$ cat config.mk
export PLATFORM = sky130hd
export DESIGN_NAME = ssd_stall_detect
export DESIGN_NICKNAME = d
export VERILOG_FILES = /design/src/include/ssd_pkg.sv /design/src/core/ssd_stall_counter.sv /design/src/core/ssd_zc_sequencer.sv /design/src/core/ssd_stall_detect.sv
export VERILOG_INCLUDE_DIRS = /design/src /design/src/include
export SDC_FILE = /design/constraint.sdc
export NUM_CORES = 1
export LEC_CHECK = 0
export ABC_AREA = 1
export BUFFER_PORTS_ARGS = -buffer_cell sky130_fd_sc_hd__buf_2
export CAP_MARGIN = 20
export CORE_MARGIN = 4
export CORE_UTILIZATION = 51
export CTS_CLUSTER_DIAMETER = 40
export CTS_CLUSTER_SIZE = 20
export DETAILED_ROUTE_END_ITERATION = 12
export MAX_ROUTING_LAYER = met4
export PLACE_DENSITY = 0.78
export SLEW_MARGIN = 20
export SYNTH_ARGS = -nofsm -noshare
export SYNTH_HDL_FRONTEND = slang
export SYNTH_SLANG_ARGS = --single-unit
$ cat constraint.sdc
create_clock -name clk -period 2.57 [get_ports clk]
set_input_delay 0 -clock clk [delete_from_list [all_inputs] [get_ports clk]]
set_output_delay 0 -clock clk [all_outputs]
set_load 0.01 [all_outputs]
$ cat src/include/ssd_regs.svh
`ifndef SSD_REGS_SVH
`define SSD_REGS_SVH

// Clock rate and timing figures
`define SSD_CLK_MHZ 200
`define SSD_SMPL_UNIT_US 50
`define SSD_WAKE_TIME_US 1000

// Serial frame layout: read/write bit, address, data
`define SSD_FRAME_RW_BIT 15
`define SSD_FRAME_ADDR_MSB 14
`define SSD_FRAME_ADDR_LSB 12
`define SSD_FRAME_WRITE 1'b0
`define SSD_ADDR_STATUS 3'h7
`define SSD_STAT_LAT_BIT 7

// Divider and counter constants
`define SSD_DIV_BASE_SHIFT 3'h2
`define SSD_CNT_MAX 4'h8

// Reset values
`define SSD_FLAG_RST 1'b0
`define SSD_BYTE_RST 8'h00

`endif

$ cat src/include/ssd_pkg.sv
package ssd_pkg;

  // Zero-current sampling sequence states
  typedef enum logic [1:0] {
    ssd_seq_idle = 2'h1,
    ssd_seq_sample = 2'h2
  } ssd_seq_state_t;

endpackage

$ cat src/core/ssd_stall_counter.sv
`timescale 1ns/1ps
`include "ssd_regs.svh"

module ssd_stall_counter (
  // Clock and control
  input wire logic clk,
  input wire logic sys_rst,
  input wire logic clk_en,
  // Sample result
  input wire logic sample_valid,
  input wire logic below,
  input wire logic [1:0] stall_count_select,
  // Result
  output logic stall_hit,
  output logic [3:0] run_cnt_q
);

  logic [3:0] target;

  // Needed run length is 1, 2, 4 or 8 samples
  assign target = 4'h1 << stall_count_select;
  assign stall_hit = sample_valid && below
    && ((5'(run_cnt_q) + 5'h01) >= {1'b0, target});

  //////////////////////////////////////////////////////////////////
  // Consecutive low-sample count, saturating so it never wraps
  always_ff @(posedge clk)
  begin
    if (sys_rst)
    begin
      run_cnt_q <= 4'h0;
    end
    else if (clk_en && sample_valid)
    begin
      if (!below)
      begin
        run_cnt_q <= 4'h0;
      end
      else if (run_cnt_q != `SSD_CNT_MAX)
      begin
        run_cnt_q <= run_cnt_q + 4'h1;
      end
    end
  end

endmodule

$ cat src/core/ssd_zc_sequencer.sv
`timescale 1ns/1ps
`include "ssd_regs.svh"

module ssd_zc_sequencer #(
  parameter int unsigned UNIT_CYC = 10000,
  parameter int unsigned CNT_W = 20
) (
  // Clock and control
  input wire logic clk,
  input wire logic sys_rst,
  input wire logic clk_en,
  // Step and configuration
  input wire logic zc_start,
  input wire logic drive_en,
  input wire logic a_was_pwm,
  input wire logic [2:0] zero_current_sample_time,
  // Bridge control
  output logic a_hold_low,
  output logic b_hold_low,
  output logic a_tristate,
  output logic b_tristate,
  // Sample timing
  output logic b_sensed_q,
  output logic sample_strobe_q,
  output logic busy
);

  ssd_pkg::ssd_seq_state_t state_q;
  logic [CNT_W-1:0] cnt_q;
  logic [CNT_W-1:0] load;

  // Interval is (code + 1) sample-time units
  assign load = CNT_W'((32'(zero_current_sample_time) + 32'h1) * UNIT_CYC);
  assign busy = (state_q == ssd_pkg::ssd_seq_sample);

  // The side that was PWMed is held low, the other floats
  assign a_hold_low = busy && b_sensed_q;
  assign b_tristate = busy && b_sensed_q;
  assign b_hold_low = busy && !b_sensed_q;
  assign a_tristate = busy && !b_sensed_q;

  //////////////////////////////////////////////////////////////////
  // Sequence; new steps during an interval are ignored so a short
  // step period never truncates a sample
  always_ff @(posedge clk)
  begin
    if (sys_rst)
    begin
      state_q <= ssd_pkg::ssd_seq_idle;
      cnt_q <= '0;
      b_sensed_q <= `SSD_FLAG_RST;
    end
    else if (clk_en)
    begin
      unique case (state_q)
        ssd_pkg::ssd_seq_idle:
        begin
          if (zc_start && drive_en)
          begin
            state_q <= ssd_pkg::ssd_seq_sample;
            cnt_q <= load;
            b_sensed_q <= a_was_pwm;
          end
        end
        ssd_pkg::ssd_seq_sample:
        begin
          if (!drive_en || cnt_q == CNT_W'(1))
          begin
            state_q <= ssd_pkg::ssd_seq_idle;
          end
          cnt_q <= cnt_q - CNT_W'(1);
        end
      endcase
    end
  end

  // Strobe marks the end of the interval
  always_ff @(posedge clk)
  begin
    if (sys_rst)
    begin
      sample_strobe_q <= `SSD_FLAG_RST;
    end
    else if (clk_en)
    begin
      sample_strobe_q <= busy && drive_en && cnt_q == CNT_W'(1);
    end
  end
endmodule

$ cat src/core/ssd_stall_detect.sv
`timescale 1ns/1ps
`include "ssd_regs.svh"

// Function
// Zero-current step floats one side, grounds other
// PWMed side held low, other side floats
// Back-EMF sampled when sample interval ends
// Sample divided by 4, 8, 16 or 32
// Mode select low means internal stall mode
// Sample below threshold counts as stall sample
// Stall waits for selected consecutive count
// Stall drives pin low, sets both flags
// Clean step releases pin, clears stall flag
// Latched flag held until software clears it
// Full-step mode disables stall detection
// External mode flags each ready sample
// Sample survives steps shorter than interval
// Software clear drops external flag and pin
// Next zero-current step auto-clears external latch
// Controller keeps step period above interval
// Reset clears logic, disables drive, ignores inputs
// Supply undervoltage acts as full reset
// Controller waits about 1 ms after reset
// Sleep stops drive and analog, keeps digital
// Reset pin ignored while sleeping
// Controller waits about 1 ms after sleep
// Frames are rw bit, address, data
// Step ignored during any fault
// Run counter clears on good sample, reset

module ssd_stall_detect #(
  parameter int unsigned SMPL_UNIT_CYC = `SSD_SMPL_UNIT_US * `SSD_CLK_MHZ,
  parameter int unsigned WAKE_CYC = `SSD_WAKE_TIME_US * `SSD_CLK_MHZ
) (
  // Clock and control
  input wire logic clk,
  input wire logic sys_rst,
  input wire logic clk_en,
  // Device pins and supply status
  input wire logic reset_in,
  input wire logic sleep_low_in,
  input wire logic motor_supply_uv,
  input wire logic fault_active,
  input wire logic step_in,
  // Indexer status
  input wire logic zc_step_start,
  input wire logic a_was_pwm,
  input wire logic full_step_mode,
  // Configuration
  input wire logic external_stall_select,
  input wire logic [2:0] zero_current_sample_time,
  input wire logic [1:0] back_emf_divider_select,
  input wire logic [1:0] stall_count_select,
  input wire logic [7:0] stall_threshold,
  // Digitised phase voltages
  input wire logic [7:0] back_emf_hold_out_a,
  input wire logic [7:0] back_emf_hold_out_b,
  // Serial frame
  input wire logic frame_valid,
  input wire logic [15:0] frame_data,
  // Bridge control
  output logic a_hold_low,
  output logic b_hold_low,
  output logic a_tristate,
  output logic b_tristate,
  // Stall outputs
  output logic stall_or_sample_ready_n,
  output logic [7:0] back_emf_hold_out,
  output logic stall_flag,
  output logic stall_flag_latched,
  output logic stall_flag_ext,
  output logic stall_flag_latched_ext,
  // Power and gating
  output logic core_reset,
  output logic power_stage_en,
  output logic analog_en,
  output logic step_accept,
  output logic device_ready
);

  logic core_rst_q, rst_int, pin_rst, pwr_q, analog_q;
  logic [17:0] wake_cnt_q;
  logic b_sensed_q, strobe_q, smp_ok, stall_hit, below, lat_clr;
  logic [7:0] back_emf_hold_out_sel, back_emf_hold_out_div, hold_q;
  logic flag_q, lat_q, flag_ext_q, lat_ext_q;
  logic [3:0] run_cnt;

  //////////////////////////////////////////////////////////////////
  // Reset and sleep gating

  // Pin reset only acts out of sleep; undervoltage always acts
  assign pin_rst = (reset_in && sleep_low_in)
    || motor_supply_uv;

  // Registered reset request, one enabled edge behind the pins
  always_ff @(posedge clk)
  begin
    if (sys_rst)
      core_rst_q <= `SSD_FLAG_RST;
    else if (clk_en)
      core_rst_q <= pin_rst;
  end

  assign rst_int = sys_rst || core_rst_q;
  assign core_reset = rst_int;

  // Drive needs awake, out of reset and no fault
  always_ff @(posedge clk)
  begin
    if (rst_int)
    begin
      pwr_q <= `SSD_FLAG_RST;
      analog_q <= `SSD_FLAG_RST;
    end
    else if (clk_en)
    begin
      // Drops on the same edge that takes a reset, so drive never overlaps it
      pwr_q <= sleep_low_in && !fault_active && !pin_rst;
      analog_q <= sleep_low_in;
    end
  end

  assign power_stage_en = pwr_q;
  assign analog_en = analog_q;

  // Steps pass only with drive up and no fault
  assign step_accept = step_in && pwr_q && !fault_active && !rst_int;

  // Settling timer; ready flags when the controller may step
  always_ff @(posedge clk)
  begin
    if (rst_int)
      wake_cnt_q <= 18'(WAKE_CYC);
    else if (clk_en)
    begin
      if (!sleep_low_in)
        wake_cnt_q <= 18'(WAKE_CYC);
      else if (wake_cnt_q != 18'h0_0000)
        wake_cnt_q <= wake_cnt_q - 18'h0_0001;
    end
  end

  assign device_ready = (wake_cnt_q == 18'h0_0000);

  //////////////////////////////////////////////////////////////////
  // Sampling sequence and run counter

  ssd_zc_sequencer #(
    .UNIT_CYC(SMPL_UNIT_CYC),
    .CNT_W(20)
  ) u_seq (
    .clk(clk), .sys_rst(rst_int), .clk_en(clk_en), .zc_start(zc_step_start),
    .drive_en(pwr_q), .a_was_pwm(a_was_pwm),
    .zero_current_sample_time(zero_current_sample_time),
    .a_hold_low(a_hold_low), .b_hold_low(b_hold_low), .a_tristate(a_tristate),
    .b_tristate(b_tristate), .b_sensed_q(b_sensed_q), .sample_strobe_q(strobe_q), .busy()
  );

  // Full-step mode gates off all stall reporting
  assign smp_ok = strobe_q && !full_step_mode;

  // Read the floating side, then scale down
  assign back_emf_hold_out_sel = b_sensed_q ? back_emf_hold_out_b : back_emf_hold_out_a;
  assign back_emf_hold_out_div = back_emf_hold_out_sel >> (`SSD_DIV_BASE_SHIFT + {1'b0, back_emf_divider_select});
  assign below = back_emf_hold_out_div < stall_threshold;

  ssd_stall_counter u_cnt (
    .clk(clk), .sys_rst(rst_int), .clk_en(clk_en),
    .sample_valid(smp_ok && !external_stall_select), .below(below),
    .stall_count_select(stall_count_select), .stall_hit(stall_hit), .run_cnt_q(run_cnt)
  );

  // Held output updates only at interval end, so it stays put
  // while the controller converts it
  always_ff @(posedge clk)
  begin
    if (rst_int)
      hold_q <= `SSD_BYTE_RST;
    else if (clk_en && strobe_q)
      hold_q <= back_emf_hold_out_div;
  end

  assign back_emf_hold_out = hold_q;

  //////////////////////////////////////////////////////////////////
  // Status flags

  // Write of 0 to the latch bit of the status address; frames are
  // dropped under reset
  assign lat_clr = frame_valid && !rst_int
    && frame_data[`SSD_FRAME_RW_BIT] == `SSD_FRAME_WRITE
    && frame_data[`SSD_FRAME_ADDR_MSB:`SSD_FRAME_ADDR_LSB] == `SSD_ADDR_STATUS
    && !frame_data[`SSD_STAT_LAT_BIT];

  // Internal mode: each gated sample decides the live flag
  always_ff @(posedge clk)
  begin
    if (rst_int)
    begin
      flag_q <= `SSD_FLAG_RST;
      lat_q <= `SSD_FLAG_RST;
    end
    else if (clk_en)
    begin
      if (smp_ok && !external_stall_select)
        flag_q <= stall_hit;
      if (smp_ok && !external_stall_select && stall_hit)
        lat_q <= 1'b1;
      else if (lat_clr)
        lat_q <= 1'b0;
    end
  end

  // External mode: a new sample beats a clear in the same cycle
  always_ff @(posedge clk)
  begin
    if (rst_int)
    begin
      flag_ext_q <= `SSD_FLAG_RST;
      lat_ext_q <= `SSD_FLAG_RST;
    end
    else if (clk_en)
    begin
      if (smp_ok && external_stall_select)
      begin
        flag_ext_q <= 1'b1;
        lat_ext_q <= 1'b1;
      end
      else if (lat_clr || zc_step_start)
      begin
        flag_ext_q <= 1'b0;
        lat_ext_q <= 1'b0;
      end
    end
  end

  assign stall_flag = flag_q;
  assign stall_flag_latched = lat_q;
  assign stall_flag_ext = flag_ext_q;
  assign stall_flag_latched_ext = lat_ext_q;

  // Pin shows whichever flag the mode selects
  assign stall_or_sample_ready_n = external_stall_select ? !flag_ext_q : !flag_q;
endmodule

== Word-level counts from Yosys, hierarchy flattened ==
Cells that the tools add are included.
Word-level totals
  output and inout bits: 22
  bits in latches: 0
  flip-flop bits (word level): 60
  memory bits (writable): 0
  input bits: 60
  memories: 0
  bits in read-only memories: 0
  word-level logic and storage cells: 98
Operators by class
  multiply operators: 1
  bitwise logic cells: 1
  div/mod/pow operators: 0
  order comparisons: 2
  add/sub/neg operators: 6
  shift operators: 2
  reductions and logical operators: 49
  muxes and demuxes: 15
  equality and inequality tests: 9
Operators by type and width (count)
  one-hot mux 20 bit (2 select lines): 1
  2-to-1 mux 18 bit: 2
  multiplier 32 x 10 -> 16 bit (second input constant): 1
  logical AND 1 bit: 23
  == test 20 x 1 -> 1 bit (second input constant): 1
  2-to-1 mux 20 bit: 1
  subtractor 20 x 1 -> 20 bit (second input constant): 1
  logical NOT 18 bit: 1
  nonzero test 18 bit: 1
  subtractor 18 x 1 -> 18 bit (second input constant): 1
  AND reduction 2 bit: 6
  logical NOT 1 bit: 10
  less-than comparator 8 bit: 1
  2-to-1 mux 4 bit: 2
  2-to-1 mux 8 bit: 1
  >> shifter 8 x 3 -> 8 bit: 1
  AND reduction 3 bit: 2
  adder 4 x 1 -> 5 bit (second input constant): 1
  >= comparator 5 x 4 -> 1 bit: 1
  2-to-1 mux 1 bit: 5
  adder 3 x 1 -> 4 bit (second input constant): 1
  adder 4 x 1 -> 4 bit (second input constant): 1
  logical OR 1 bit: 4
  2-to-1 mux 2 bit: 2
  other kinds (11): 14

== Logic depth before layout (Yosys ltp) ==
  depth after elaboration: 9
  depth in mapped cells: 16
  depth with buffers taken out: 16

== Hierarchy ==
A second synthesis with hierarchy kept.
Unflattened totals
  cells, all modules: 676
  area total of the unflattened synthesis: 4354.2 um2
By module, submodules not included
  ssd_stall_detect: area each 2006.9 um2, times used 1, cells each 316, seq. area each 600.6 um2
  ssd_zc_sequencer: area each 1948.1 um2, times used 1, cells each 300, seq. area each 480.5 um2
  ssd_stall_counter: area each 399.1 um2, times used 1, cells each 60, seq. area each 80.1 um2

== Worst setup path after synthesis ==
Ideal clock, no wire load.
  path type: input to register
  start point: in zero_current_sample_time[0]
  end point: reg u_seq.cnt_q[14]
  data required time: 2.451 ns
  arrival: 2.470 ns
  path buffers: 0
  setup slack: -0.018 ns
  stages on the path: 14
  setup time: 0.119 ns
  cell sequence: ha_1 xnor2_1 inv_1 ha_1 ha_1 ha_1 fa_1 nand2_1 nand2_1 a21oi_1 xor2_1 nand2_1 nand2_1 o221a_2
Between the ends
  longest elaborated chain between the ends: 4
RTL lines
  from (decl): RTL line ssd_stall_detect.sv:51  | input wire logic [2:0] zero_current_sample_time,
  adder 3 x 1 -> 4 bit: RTL line ssd_zc_sequencer.sv:33  | assign load = CNT_W'((32'(zero_current_sample_time) + 32'h1) * UNIT_CYC);
  multiplier 32 x 10 -> 16 bit: RTL line ssd_zc_sequencer.sv:33
  2-to-1 mux 20 bit: RTL line ssd_zc_sequencer.sv:58  | if (zc_start && drive_en)
  one-hot mux 20 bit (2 select lines): RTL line ssd_zc_sequencer.sv:55  | unique case (state_q)
  to (signal assigned): RTL line ssd_zc_sequencer.sv:61  | cnt_q <= load;
  to (signal assigned): RTL line ssd_zc_sequencer.sv:71  | cnt_q <= cnt_q - CNT_W'(1);
  to (decl): RTL line ssd_zc_sequencer.sv:29  | logic [CNT_W-1:0] cnt_q;
No other way between the ends. The select of a mux whose other input is x is not followed.
A chain may end at the register's enable or synchronous reset.

== Final worst setup path ==
Same ends and word-level chain as after synthesis.

==> flow_summary.json <==
{
  "outcome": "finished clean",
  "placed_area_sq_um": 4580,
  "first_pass_iters": 5,
  "dieArea_sq_um": 9500,
  "pre_cts_slack_ps": -136,
  "crit_chain": "buf_2 > inv_1 > ha_1 > fa_1 > inv_1 > ha_1 > fa_1 > nand2_1 > nand2_1 > a21oi_1 > xor2_1 > nand2_1 > nand2_1 > o221a_2",
  "yosysTopAreaCell": "dfxtp_1",
  "wire_per_inst_microns": 12.6,
  "max_freq_mhz": 426,
  "ys.flop_type": "dfxtp_1",
  "path_max_fanout": 4,
  "final_cell_mix": "nand2_1, inv_1, nor2_1",
  "grt_max_degree": 19,
  "wl_met2_mm": 5.04,
  "path_class": "in -> reg",
  "port_buffers": 64,
  "maxSlewHeadroom_pct": 63.9,
  "slew_violations": 0,
  "stdcell_area_sq_um": 4890,
  "worst_path_largest_cell_delay_ps": 500,
  "worst_slack_ps": 220,
  "die_w_microns": 97.5,
  "row_count": 32,
  "ios": 82,
  "finalSetupViolCount": 0,
  "syn_inst": 596,
  "period_minus_slack_ps": 2350,
  "total_power_mw": 2.33,
  "worst_slew_pin_slew_ps": 539,
  "end_kind": "flop",
  "finalCritPeriodShare_pct": 91.4,
  "cts_buffer_depth": 2,
  "p_per_area_nw_per_um2": 477,
  "overflow": 0,
  "crit_buf_inv": 3,
  "worstPathArrival_ps": 2580,
  "cts_tree": "built",
  "cts-resized-gates": 0,
  "dr_wl_met3_microns": 577,
  "grt_pass1_wl_mm": 17.2,
  "fillers": 712,
  "fin_worst_skew_ps": 9.13,
  "startpoint_type": "input pin",
  "cpMaxStageDelayCell": "fa_1",
  "die_y_microns": 97.5,
  "nets": 775,
  "maxCapViolations": 0,
  "drc": 0,
  "clock-root-buffer": "clkbuf_8",
  "drt-vias-per-instance": 5.24,
  "synth_top_area_share_pct": 28.4,
  "critPathRequiredTime_ps": 2800,
  "drt-initial-drc-count": 209,
  "grt_pass1_vias": 3898,
  "hold_viol": 0,
  "syn_avg_cell_area_sq_um": 6.85,
  "cts_buffers": 9,
  "area_delta_synth_final_pct": 19.8,
  "htree_levels": 3,
  "ant_nets": 0,
  "wl_met1_mm": 4.22,
  "cts_sinks": 58,
  "irDropWorstVdd_mv": 0.334,
  "initial_utilization_pct": 52.6,
  "vias": 4144,
  "gp_congestion": 0.906,
  "cpLargestDelayFamily": "adder cells",
  "dr.max_layer_used": "met4",
  "crit_top_cell": "nand2_1",
  "seq_area_frac_synth_pct": 28.4,
  "synth_edf_count": 0,
  "leakagePower_nw": 2.44,
  "rsz0062_at_grt": "no",
  "hold_path_class": "in -> reg",
  "core_sq_um": 7770,
  "drt_wl_total_mm": 9.97,
  "layout.cells.most_common": "nand2_1",
  "drive_gt1_share_pct": 19.6,
  "antenna_found_initial": 0,
  "clock_latency_ps": 340,
  "clk_pin_slew_ps": 60,
  "antenna_cells": 0,
  "yosysWarnings": 0,
  "ys_seq_elements": 58,
  "syn_area_sq_um": 4080,
  "dpl.hpwl_mm": 7.70,
  "grtUsageTotal_pct": 21.9,
  "async_flop_share_pct": 0,
  "synth.distinct_cells": 48,
  "synthTopCellsByArea": "dfxtp_1, nand2_1, ha_1"
}
-- metal layers --
layer / vias to the layer above / track usage, %
li1: 2125 / -
met1: 1870 / 25.3
met2: 133 / 38.5
met3: 16 / 4.95
met4: 0 / 4.90
met5: - / -
-- logic make-up after synthesis --
group,after synthesis,synth area share [%]
and+or+nand+nor,285,32.8
buffers and inverters,106,10.8
AOI/OAI and AO/OA,99,14.3
DFF,58,28.4
adders and majority gates,31,10.0
xor gates and xnor gates,16,3.43
other,1,0.0918
-- worst register-to-register path, delay by kind of cell, from the launching register on --
family / cells / cell delay (ps)
DFF: 1 / 540
buffers and inverters: 2 / 140
AOI/OAI and AO/OA: 3 / 620
adders and majority gates: 1 / 300
and+or+nand+nor: 8 / 630
-- synth_stat cells, types with 3 or more instances --
master / instances
ha_1: 28
nand2_2: 4
dfxtp_1: 58
a21oi_1: 41
nor2_1: 75
clkbuf_1: 5
o211ai_1: 7
nor4_1: 5
a31oi_1: 4
nand2_1: 111
a211oi_1: 3
nor3_1: 12
fa_1: 3
or2_2: 4
buf_4: 6
nor2_2: 6
o21ai_0: 27
nand4_1: 12
xnor2_1: 5
inv_2: 6
inv_1: 83
o21bai_1: 4
nand3_1: 38
nand3b_1: 4
xor2_1: 11
nand3_4: 4
-- power by group --
part	internal (mW)	switching [mW]
Combinational	0.190	0.277
Clock	0.569	0.363
Sequential	0.918	0.0173
-- layout make-up --
type,count,area (sq um),area share (%)
well taps,102,128,2.61
flip-flops and latches,58,1160,23.7
inverters,91,347,7.09
clock buffers,11,141,2.89
clock inverters,5,77.6,1.59
multi-input cells,433,2490,50.9
repair buffers,91,546,11.2
-- timing repair --
action,4_1_cts,5_1_grt
hold endpoints to repair,5,0
hold buffers,9,0
setup buffers,0,0
-- sequential cells by signal, summed over array words and instances, names as in the netlist --
signal / count
analog_en: 1
u_seq.cnt_q: 20
u_seq.sample_strobe_q: 1
stall_flag_latched_ext: 1
u_cnt.run_cnt_q: 4
power_stage_en: 1
wake_cnt_q: 18
core_rst_q: 1
stall_flag_latched: 1
u_seq.b_sensed_q: 1
stall_flag: 1
u_seq.state_q: 2
back_emf_hold_out: 6
-- path summary, 6_finish.rpt --
kind / start / end / slack (ps) / cells past startpoint
max: zero_current_sample_time[0] / u_seq.cnt_q[14] / 220 / 14
min: back_emf_divider_select[1] / back_emf_hold_out[4] / 20 / 4
max reg2reg: u_seq.b_sensed_q / u_cnt.run_cnt_q[0] / 260 / 14
min reg2reg: stall_flag_latched / stall_flag_latched / 470 / 2
-- per-stage QoR --
stage / utilization [%] / hold slack (ps) / setup TNS, ps / cells
5_1_grt: 63.0 / 66.6 / 0 / 791
2_1_floorplan: - / 114 / 0 / 597
3_5_place_dp: 59.0 / 258 / -271 / 766
3_3_place_gp: 59.0 / 255 / -67.2 / 766
4_1_cts: 63.0 / 7.80 / 0 / 791
6_report: 63.0 / 24.7 / 0 / 791
No activity file was read; power rests on OpenSTA's default activity.
